`src/dps_consts.vh`:
```
// Constants for the dual rail power state sequencer.
// Notes on behaviour
// - Below power-on threshold: no power, registers reset.
// - Undervoltage resets all but fault-cause flags.
// - Leave undervoltage only above threshold plus hysteresis.
// - Shutdown: serial on; enable low discharges outputs.
// - Wake on enable, force-on bits or bias-keep.
// - Bias on: bias blocks on, regulators off except forced-on rails.
// - Enable, bias good, no fault, no force: power-up delay.
// - Power-up delay expiry sets done flags, regulators on.
// - Enable low starts power-down for done, unforced rails.
// - Each rail times its own power-down delay.
// - Enable high plus force-on aborts power-down.
// - Power-down touches only rails that are on.
// - Power-down expiry clears both done flags.
// - Error input fall with enable, rails on: error.
// - Error: regulators off, discharge per rail enables.
// - Leave error when input high and force-off clear.
// - No wake source: power down, back to shutdown.
// - Lockout or bias fault: rails off at once.
// - Below power-on threshold from anywhere: no power.
// - Force-on turns rail on undelayed, clears done flag.
// - Error fall sets error status and force-off.
`ifndef DPS_CONSTS_VH
`define DPS_CONSTS_VH
// ----------------------------------------------------------------------
// States
// ----------------------------------------------------------------------
`define DPS_ST_NOPWR 3'h0
`define DPS_ST_UVLO 3'h1
`define DPS_ST_SHDN 3'h2
`define DPS_ST_BIAS 3'h3
`define DPS_ST_PUDLY 3'h4
`define DPS_ST_RSON 3'h5
`define DPS_ST_PDDLY 3'h6
`define DPS_ST_ERROR 3'h7
// ----------------------------------------------------------------------
// Register offsets and fields
// ----------------------------------------------------------------------
`define DPS_A_GLOBAL_CONFIG 4'h0
`define DPS_A_CONVERTER_CONFIG 4'h1
`define DPS_A_GLOBAL_STATUS 4'h2
`define DPS_A_FAULT_CAUSE 4'h3
`define DPS_A_POS_UP_DELAY 4'h4
`define DPS_A_NEG_UP_DELAY 4'h5
`define DPS_A_POS_OFF_DELAY 4'h6
`define DPS_A_NEG_OFF_DELAY 4'h7
`define DPS_B_FORCE_POS_ON 0
`define DPS_B_FORCE_NEG_ON 1
`define DPS_B_BIAS_KEEP 2
`define DPS_B_FORCE_OFF 3
`define DPS_B_POS_DIS 0
`define DPS_B_NEG_DIS 1
`define DPS_B_UVLO_F 0
`define DPS_B_OVLO_F 1
`define DPS_B_OTLO_F 2
// ----------------------------------------------------------------------
// Reset values, delays in units of one tick
// ----------------------------------------------------------------------
`define DPS_RST_DELAY 8'h04
`define DPS_TICK_NS 1000
`define DPS_CLK_NS 10
`define DPS_TICK_CYC (`DPS_TICK_NS / `DPS_CLK_NS)
`endif

```
`src/dps_sequencer.v`:
```
// Top-level state machine of the dual rail power sequencer.
//
// The address map and the plain strobed port are this design's own decisions.
`include "dps_consts.vh"
module dps_sequencer #(
   parameter TICK_CYC = `DPS_TICK_CYC,
   parameter DW = 8
) (
   input wire core_clk, // 100 MHz clock
   input wire rst_n, // synchronous reset, active low
   input wire por_ok, // input above power-on threshold
   input wire uvlo_clear, // input above undervoltage rise level
   input wire ovlo, // input overvoltage lockout
   input wire otlo, // overtemperature lockout
   input wire bias_good, // bias circuits good
   input wire enable_pin, // enable pin level
   input wire external_error_in_n, // external error, active low
   input wire [3:0] reg_addr, // register address
   input wire [7:0] reg_wdata, // register write data
   input wire reg_wr, // write strobe
   input wire reg_rd, // read strobe
   output reg [7:0] reg_rdata, // read data, one cycle later
   output wire pos_reg_en, // positive regulator enable
   output wire neg_reg_en, // negative regulator enable
   output wire pos_discharge, // positive active discharge on
   output wire neg_discharge, // negative active discharge on
   output wire bias_en, // bias, oscillator, detectors on
   output wire serial_en, // serial interface enabled
   output wire regs_reset, // register reset active
   output wire pos_rail_up_done, // positive power-up done flag
   output wire neg_rail_up_done, // negative power-up done flag
   output wire [2:0] state // current state
);
   // -------------------------------------------------------------------
   // Input synchronisation
   // -------------------------------------------------------------------
   wire [6:0] s;
   dps_sync #(.W(7), .INIT(7'h40)) u_sync (
      .core_clk(core_clk),
      .rst_n(rst_n),
      .d({external_error_in_n, enable_pin, bias_good, otlo, ovlo,
          uvlo_clear, por_ok}),
      .q(s)
   );
   wire por_s = s[0];
   wire uv_ok = s[1];
   wire ov_s = s[2];
   wire ot_s = s[3];
   wire bg_s = s[4];
   wire en_s = s[5];
   wire err_n_s = s[6];
   reg err_d_r;
   wire err_fall = err_d_r & ~err_n_s;

   // -------------------------------------------------------------------
   // Registers
   // -------------------------------------------------------------------
   reg [2:0] st_r, st_nxt;
   reg force_pos_on_r, force_neg_on_r, bias_keep_r, force_off_r;
   reg pos_discharge_enable_r, neg_discharge_enable_r;
   reg err_stat_r;
   reg [2:0] fault_cause_flags_r;
   reg [DW-1:0] pu_dly_r [0:1];
   reg [DW-1:0] pd_dly_r [0:1];
   reg [DW-1:0] cnt_r [0:1];
   reg [1:0] done_r, on_r, pd_act_r;
   reg [15:0] tick_cnt_r;
   reg tick_r;

   wire lockout = ov_s | ot_s | ~bg_s;
   wire wake = en_s | force_pos_on_r | force_neg_on_r | bias_keep_r;
   wire [1:0] frc = {force_neg_on_r, force_pos_on_r};
   wire in_reset = (st_r == `DPS_ST_NOPWR) | (st_r == `DPS_ST_UVLO);

   function [DW-1:0] dec;
      input [DW-1:0] v;
      begin
         dec = (v == {DW{1'b0}}) ? v : v - {{(DW-1){1'b0}}, 1'b1};
      end
   endfunction

   // Timebase tick so delays count in microseconds.
   always @(posedge core_clk) begin
      if (!rst_n || in_reset) begin
         tick_cnt_r <= 16'h0000;
         tick_r <= 1'b0;
      end else if (tick_cnt_r == TICK_CYC[15:0] - 16'h0001) begin
         tick_cnt_r <= 16'h0000;
         tick_r <= 1'b1;
      end else begin
         tick_cnt_r <= tick_cnt_r + 16'h0001;
         tick_r <= 1'b0;
      end
   end

   // -------------------------------------------------------------------
   // Next state
   // -------------------------------------------------------------------
   wire pd_req = ~en_s & ((done_r[0] & ~frc[0]) |
                 (done_r[1] & ~frc[1]));
   wire pd_abort = en_s & (frc != 2'b00);
   wire pu_exp = (cnt_r[0] == {DW{1'b0}}) & (cnt_r[1] == {DW{1'b0}});
   wire pd_exp = ~pd_act_r[0] & ~pd_act_r[1];

   always @* begin
      st_nxt = st_r;
      case (st_r)
         `DPS_ST_NOPWR: st_nxt = `DPS_ST_UVLO;
         `DPS_ST_UVLO: if (uv_ok) st_nxt = `DPS_ST_SHDN;
         `DPS_ST_SHDN: if (wake) st_nxt = `DPS_ST_BIAS;
         `DPS_ST_BIAS: begin
            if (!wake)
               st_nxt = `DPS_ST_SHDN;
            else if (!lockout && frc == 2'b00 && en_s && !force_off_r)
               st_nxt = `DPS_ST_PUDLY;
         end
         `DPS_ST_PUDLY: begin
            if (!wake)
               st_nxt = `DPS_ST_SHDN;
            else if (lockout || force_off_r)
               st_nxt = `DPS_ST_BIAS;
            else if (pu_exp)
               st_nxt = `DPS_ST_RSON;
         end
         `DPS_ST_RSON: begin
            if (lockout)
               st_nxt = `DPS_ST_BIAS;
            else if (err_fall && en_s && (on_r == 2'b11))
               st_nxt = `DPS_ST_ERROR;
            else if (pd_req)
               st_nxt = `DPS_ST_PDDLY;
            else if (!wake)
               st_nxt = `DPS_ST_SHDN;
         end
         `DPS_ST_PDDLY: begin
            if (lockout)
               st_nxt = `DPS_ST_BIAS;
            else if (pd_abort)
               st_nxt = `DPS_ST_RSON;
            else if (pd_exp)
               st_nxt = wake ? `DPS_ST_BIAS : `DPS_ST_SHDN;
         end
         `DPS_ST_ERROR: begin
            if (err_n_s && !force_off_r)
               st_nxt = wake ? `DPS_ST_BIAS : `DPS_ST_SHDN;
         end
         default: st_nxt = `DPS_ST_NOPWR;
      endcase
      if (!por_s)
         st_nxt = `DPS_ST_NOPWR;
      else if (!uv_ok && st_r != `DPS_ST_NOPWR)
         st_nxt = `DPS_ST_UVLO;
   end

   // -------------------------------------------------------------------
   // State, counters and rail control
   // -------------------------------------------------------------------
   integer i;
   always @(posedge core_clk) begin
      if (!rst_n) begin
         st_r <= `DPS_ST_NOPWR;
         err_d_r <= 1'b1;
         done_r <= 2'b00;
         on_r <= 2'b00;
         pd_act_r <= 2'b00;
         cnt_r[0] <= {DW{1'b0}};
         cnt_r[1] <= {DW{1'b0}};
      end else begin
         st_r <= st_nxt;
         err_d_r <= err_n_s;
         if (in_reset || !por_s || lockout || st_nxt == `DPS_ST_ERROR
             || st_nxt == `DPS_ST_SHDN) begin
            on_r <= 2'b00;
            pd_act_r <= 2'b00;
            // A finished power-down that ends in shutdown still clears done.
            if (in_reset || (st_r == `DPS_ST_PDDLY && pd_exp))
               done_r <= 2'b00;
         end else begin
            for (i = 0; i < 2; i = i + 1) begin
               if (frc[i] && bg_s && !force_off_r && !lockout &&
                   !on_r[i]) begin
                  on_r[i] <= 1'b1;
                  done_r[i] <= 1'b0;
                  pd_act_r[i] <= 1'b0;
               end
            end
            if (st_r == `DPS_ST_BIAS && st_nxt == `DPS_ST_PUDLY) begin
               cnt_r[0] <= pu_dly_r[0];
               cnt_r[1] <= pu_dly_r[1];
            end else if (st_r == `DPS_ST_PUDLY && tick_r) begin
               cnt_r[0] <= dec(cnt_r[0]);
               cnt_r[1] <= dec(cnt_r[1]);
            end
            if (st_nxt == `DPS_ST_RSON && st_r == `DPS_ST_PUDLY) begin
               done_r <= 2'b11;
               on_r <= 2'b11;
            end
            if (st_r == `DPS_ST_RSON && st_nxt == `DPS_ST_PDDLY) begin
               for (i = 0; i < 2; i = i + 1) begin
                  pd_act_r[i] <= on_r[i] & ~frc[i];
                  cnt_r[i] <= pd_dly_r[i];
               end
            end else if (st_r == `DPS_ST_PDDLY) begin
               if (pd_abort) begin
                  pd_act_r <= 2'b00;
               end else begin
                  for (i = 0; i < 2; i = i + 1) begin
                     if (pd_act_r[i] && tick_r) begin
                        if (cnt_r[i] == {DW{1'b0}}) begin
                           pd_act_r[i] <= 1'b0;
                           on_r[i] <= 1'b0;
                        end else begin
                           cnt_r[i] <= dec(cnt_r[i]);
                        end
                     end
                  end
                  if (pd_exp)
                     done_r <= 2'b00;
               end
            end
         end
      end
   end

   // -------------------------------------------------------------------
   // Register file
   // -------------------------------------------------------------------
   always @(posedge core_clk) begin
      if (!rst_n || in_reset) begin
         // Fault-cause flags survive undervoltage, not power-on reset.
         if (!rst_n || st_r == `DPS_ST_NOPWR)
            fault_cause_flags_r <= 3'h0;
         else
            fault_cause_flags_r[`DPS_B_UVLO_F] <= 1'b1;
         force_pos_on_r <= 1'b0;
         force_neg_on_r <= 1'b0;
         bias_keep_r <= 1'b0;
         force_off_r <= 1'b0;
         err_stat_r <= 1'b0;
         pos_discharge_enable_r <= 1'b0;
         neg_discharge_enable_r <= 1'b0;
         pu_dly_r[0] <= `DPS_RST_DELAY;
         pu_dly_r[1] <= `DPS_RST_DELAY;
         pd_dly_r[0] <= `DPS_RST_DELAY;
         pd_dly_r[1] <= `DPS_RST_DELAY;
         reg_rdata <= 8'h00;
      end else begin
         if (reg_wr) begin
            case (reg_addr)
               `DPS_A_GLOBAL_CONFIG: begin
                  force_pos_on_r <= reg_wdata[`DPS_B_FORCE_POS_ON];
                  force_neg_on_r <= reg_wdata[`DPS_B_FORCE_NEG_ON];
                  bias_keep_r <= reg_wdata[`DPS_B_BIAS_KEEP];
                  force_off_r <= reg_wdata[`DPS_B_FORCE_OFF];
               end
               `DPS_A_CONVERTER_CONFIG: begin
                  pos_discharge_enable_r <= reg_wdata[`DPS_B_POS_DIS];
                  neg_discharge_enable_r <= reg_wdata[`DPS_B_NEG_DIS];
               end
               // Writing a one clears the matching fault-cause flag.
               `DPS_A_FAULT_CAUSE:
                  fault_cause_flags_r <= fault_cause_flags_r &
                                         ~reg_wdata[2:0];
               `DPS_A_POS_UP_DELAY: pu_dly_r[0] <= reg_wdata[DW-1:0];
               `DPS_A_NEG_UP_DELAY: pu_dly_r[1] <= reg_wdata[DW-1:0];
               `DPS_A_POS_OFF_DELAY: pd_dly_r[0] <= reg_wdata[DW-1:0];
               `DPS_A_NEG_OFF_DELAY: pd_dly_r[1] <= reg_wdata[DW-1:0];
               default: ;
            endcase
         end
         // Hardware sets come last so they win over a same-cycle clear.
         if (err_fall) begin
            err_stat_r <= 1'b1;
            force_off_r <= 1'b1;
         end else if (err_n_s) begin
            err_stat_r <= 1'b0;
         end
         if (ov_s)
            fault_cause_flags_r[`DPS_B_OVLO_F] <= 1'b1;
         if (ot_s)
            fault_cause_flags_r[`DPS_B_OTLO_F] <= 1'b1;
         reg_rdata <= 8'h00;
         if (reg_rd) begin
            case (reg_addr)
               `DPS_A_GLOBAL_CONFIG:
                  reg_rdata <= {4'h0, force_off_r, bias_keep_r,
                                force_neg_on_r, force_pos_on_r};
               `DPS_A_CONVERTER_CONFIG:
                  reg_rdata <= {6'h00, neg_discharge_enable_r,
                                pos_discharge_enable_r};
               `DPS_A_GLOBAL_STATUS:
                  reg_rdata <= {err_stat_r, done_r, on_r, st_r};
               `DPS_A_FAULT_CAUSE: reg_rdata <= {5'h00, fault_cause_flags_r};
               `DPS_A_POS_UP_DELAY: reg_rdata <= pu_dly_r[0];
               `DPS_A_NEG_UP_DELAY: reg_rdata <= pu_dly_r[1];
               `DPS_A_POS_OFF_DELAY: reg_rdata <= pd_dly_r[0];
               `DPS_A_NEG_OFF_DELAY: reg_rdata <= pd_dly_r[1];
               default: reg_rdata <= 8'h00;
            endcase
         end
      end
   end

   // -------------------------------------------------------------------
   // Outputs
   // -------------------------------------------------------------------
   wire in_err = (st_r == `DPS_ST_ERROR);
   wire shdn_dis = (st_r == `DPS_ST_SHDN) & ~en_s;
   assign pos_reg_en = on_r[0] & ~in_err;
   assign neg_reg_en = on_r[1] & ~in_err;
   assign pos_discharge = shdn_dis | (in_err & pos_discharge_enable_r);
   assign neg_discharge = shdn_dis | (in_err & neg_discharge_enable_r);
   assign bias_en = ~in_reset & (st_r != `DPS_ST_SHDN);
   assign serial_en = ~in_reset;
   assign regs_reset = in_reset;
   assign pos_rail_up_done = done_r[0];
   assign neg_rail_up_done = done_r[1];
   assign state = st_r;
endmodule

```
`src/dps_sync.v`:
```
// Two-flop synchroniser for a bus of pin levels.
module dps_sync #(
   parameter W = 1,
   parameter [W-1:0] INIT = {W{1'b0}}
) (
   input wire core_clk, // clock
   input wire rst_n, // synchronous reset, active low
   input wire [W-1:0] d, // asynchronous levels
   output reg [W-1:0] q // synchronised levels
);
   reg [W-1:0] meta_r;
   always @(posedge core_clk) begin
      if (!rst_n) begin
         meta_r <= INIT;
         q <= INIT;
      end else begin
         meta_r <= d;
         q <= meta_r;
      end
   end
endmodule

```
`config.mk`:
```
export PLATFORM = sky130hd
export DESIGN_NAME = dps_sequencer
export DESIGN_NICKNAME = d
export VERILOG_FILES = /design/src/dps_sequencer.v /design/src/dps_sync.v
export VERILOG_INCLUDE_DIRS = /design/src
export SDC_FILE = /design/constraint.sdc
export NUM_CORES = 1
export LEC_CHECK = 0
export ABC_AREA = 1
export BUFFER_PORTS_ARGS = -buffer_cell sky130_fd_sc_hd__buf_2
export CAP_MARGIN = 20
export CORE_AREA = 3 3 126 158
export DETAILED_ROUTE_END_ITERATION = 7
export DIE_AREA = 0 0 129 161
export GPL_TIMING_DRIVEN = 0
export SLEW_MARGIN = 20
export SYNTH_ARGS = -nofsm -noshare
export SYNTH_HDL_FRONTEND = slang
export SYNTH_SLANG_ARGS = --single-unit
```
`constraint.sdc`:
```
create_clock -name core_clk -period 8.3 [get_ports core_clk]
set_clock_uncertainty 0.05 [all_clocks]
set_input_delay 1.66 -clock core_clk [delete_from_list [all_inputs] [get_ports core_clk]]
set_output_delay 1.66 -clock core_clk [all_outputs]
set_load 0.03 [all_outputs]
```
==> out/results.txt <==
WL per Instance: 14.4 µm
antenna viol nets, final: 0
Die Ht: 161 µm
fraction of layout instances using a drive strength above 1: 0.116
final setup TNS: 0 ns
# Post-CTS Setup Buffers: 0
post-synthesis sequential area ratio: 0.482
vias in the first global route: 4,740
post-synthesis register bit count: 107
RSZ-0062 raised after global routing: no
status: finished, final reports clean
GR Layer Usage met1: 0.169
number of vias per cell: 4.78
syn_area_per_cell: 7.56 µm²
clk_lat worst skew: 0.35 ns
synth warn: 0
Synth Instances: 728
post_cts resized: 0
Post-synth EDFFs: 51
Cell Rows: 56
final WL: 14,700 µm
most frequent cells in the layout: 156 x nand2_1, 129 x nor2_1, 99 x inv_1
Area after DPL: 6000 µm²
ys async rst share: 0
Syn Nets: 755
DRC Markers: 0
Least-Margin Pin Slew: 1.02 ns
mapped cell area: 5500 µm²
most common cell after layout, fill and taps aside: nand2_1
routed vias: 4,863
Crit Path Max Fanout: 9
Clock Path Buffers: 2
die width: 129 µm
Port Buffers: 42
initial antenna violation count: 2
CP Capture Type: register
DRT Pass-1 Iters: 5
Initial Utilization: 0.295
PwrDens: 163 nW/µm²
Max-slew headroom: 0.317
ys flop type: dfxtp_1
met3 GRT Util: 0.0291
Max Slew Vio Count: 0
CP required: 8.23 ns
crit path time final: 3.62 ns
share of the synthesized area in the top cell type: 0.278
GRT Resource Usage Total: 0.146
Final Hold Viols: 0
clk slew on worst S/H paths: 0.08 ns
final setup fails: 0
critical path cell sequence: buf_2, nor2_1, inv_1, nor2_1, inv_1, o21ai_1
Nets: 808
total gr overflow: 0
highest cell delay on the worst timing path: 0.62 ns
GP Congestion: 0.896
first-pass GRT wire length: 23,900 µm
Syn-to-layout area delta: 14.4%
met2 Use GR: 0.250
Detailed Route Iter0 Violations: 296
largest net degree at the start of global routing: 21
post-synthesis cell type count: 41
synth top area cells: edfxtp_1 28%, dfxtp_1 20%, nand2_1 11%
die area: 20,800 µm²
WP data arrival: 3.55 ns
H-tree depth: 3
Worst Setup Path Type: input port to register
slowest CP cell: o21ai_1
total CTS buffers: 9
type of origin of the critical path: input port
Lkg Pwr: 0.00260 µW
Tcrit/Tclk final: 0.437
IO Pins: 43
CTS root buffer: clkbuf_16
Placeable Area: 18,600 µm²
number of hold buffers added after CTS: 0
Max Fclk: 276 MHz
maximum VDD drop: 0.0874 mV
Sinks on Clock Net: 107
Most Crowded Layer GR: met2
final instance area: 6290 µm²
HP Class: register to register
Post-DP HPWL: 12,000 µm
CTS tree: yes
# diodes: 0
Synth area leader: edfxtp_1
MaxCap Viol Count: 0
sequential cells by signal, indices dropped and copies added, names as in the netlist, 2 cells and up:
name                 count
done_r                   2
u_sync.q                 7
reg_rdata                8
state                    3
pd_dly_r                16
on_r                     2
fault_cause_flags_r      3
cnt_r                   16
tick_cnt_r              16
u_sync.meta_r            7
pd_act_r                 2
pu_dly_r                16
layer usage:
metal / share of wire / vias to the layer above
met3: 0.046 / 48
li1: - / 2493
met5: 0.0014 / -
met2: 0.50 / 129
met1: 0.41 / 2189
met4: 0.048 / 4
area by class of cell:
cell class | count | area (µm²)
fillers | 2015 | 12300
multi-input cells | 505 | 2400
inverters | 107 | 402
clock inverters | 7 | 66.3
flip-flops and latches | 107 | 2650
repair buffers | 42 | 210
plain buffers | 9 | 43.8
well taps | 232 | 290
clock buffers | 9 | 225
where the power goes:
group | switching [µW] | total (µW) | internal, µW
registers | 4.51 | 560 | 555
logic | 29.5 | 43.2 | 13.7
clock network | 209 | 421 | 212
path summary, 6_finish.rpt:
| check | endpoint | from | slack, ns | depth (start not counted) |
|---|---|---|---|---|
| worst max-delay path | pd_dly_r[0][14] | reg_addr[3] | 4.68 | 6 |
| worst min-delay path | u_sync.q[4] | u_sync.meta_r[4] | 0.37 | 2 |
| worst max register to register | cnt_r[0][5] | cnt_r[0][0] | 5.01 | 16 |
| worst min register to register | u_sync.q[4] | u_sync.meta_r[4] | 0.37 | 2 |
critical path, delay by kind of cell:
kind,cells,cell delay [ns]
buf+inv,3,0.31
simple gates,2,0.96
compound gates,1,0.62
kinds of logic (layout without fill, tap and decap cells):
kind of cell	Yosys count	after routing	synth area share
xor+xnor	9	9	0.0143
flops	107	107	0.482
buf+inv	116	174	0.0809
simple gates	400	400	0.316
fa+ha+maj	4	4	0.00910
compound gates	92	92	0.0975
stage by stage:
step / hold slack, ns / util / power [µW] / worst slack, ns / cells
5_1_grt: 0.392 / 0.338 / 1070 / 4.46 / 1018
3_5_place_dp: 0.353 / 0.322 / 615 / 4.27 / 1002
4_1_cts: 0.374 / 0.338 / 1040 / 4.65 / 1018
6_report: 0.369 / 0.338 / 1020 / 4.68 / 1018
2_1_floorplan: 0.340 / - / 598 / 4.85 / 728
3_3_place_gp: 0.346 / 0.322 / 615 / 3.97 / 1002
cell usage after synthesis, drive strengths merged (8+ instances only):
cell type and n:
xor2 8, o21ai 27, dfxtp 56, edfxtp 51, or2 9, inv 107
nor2 140, nor3 10, nand4 11, nand3 55, nor3b 8, a21oi 37
nand2 160
(Power assumes the default switching activity.)
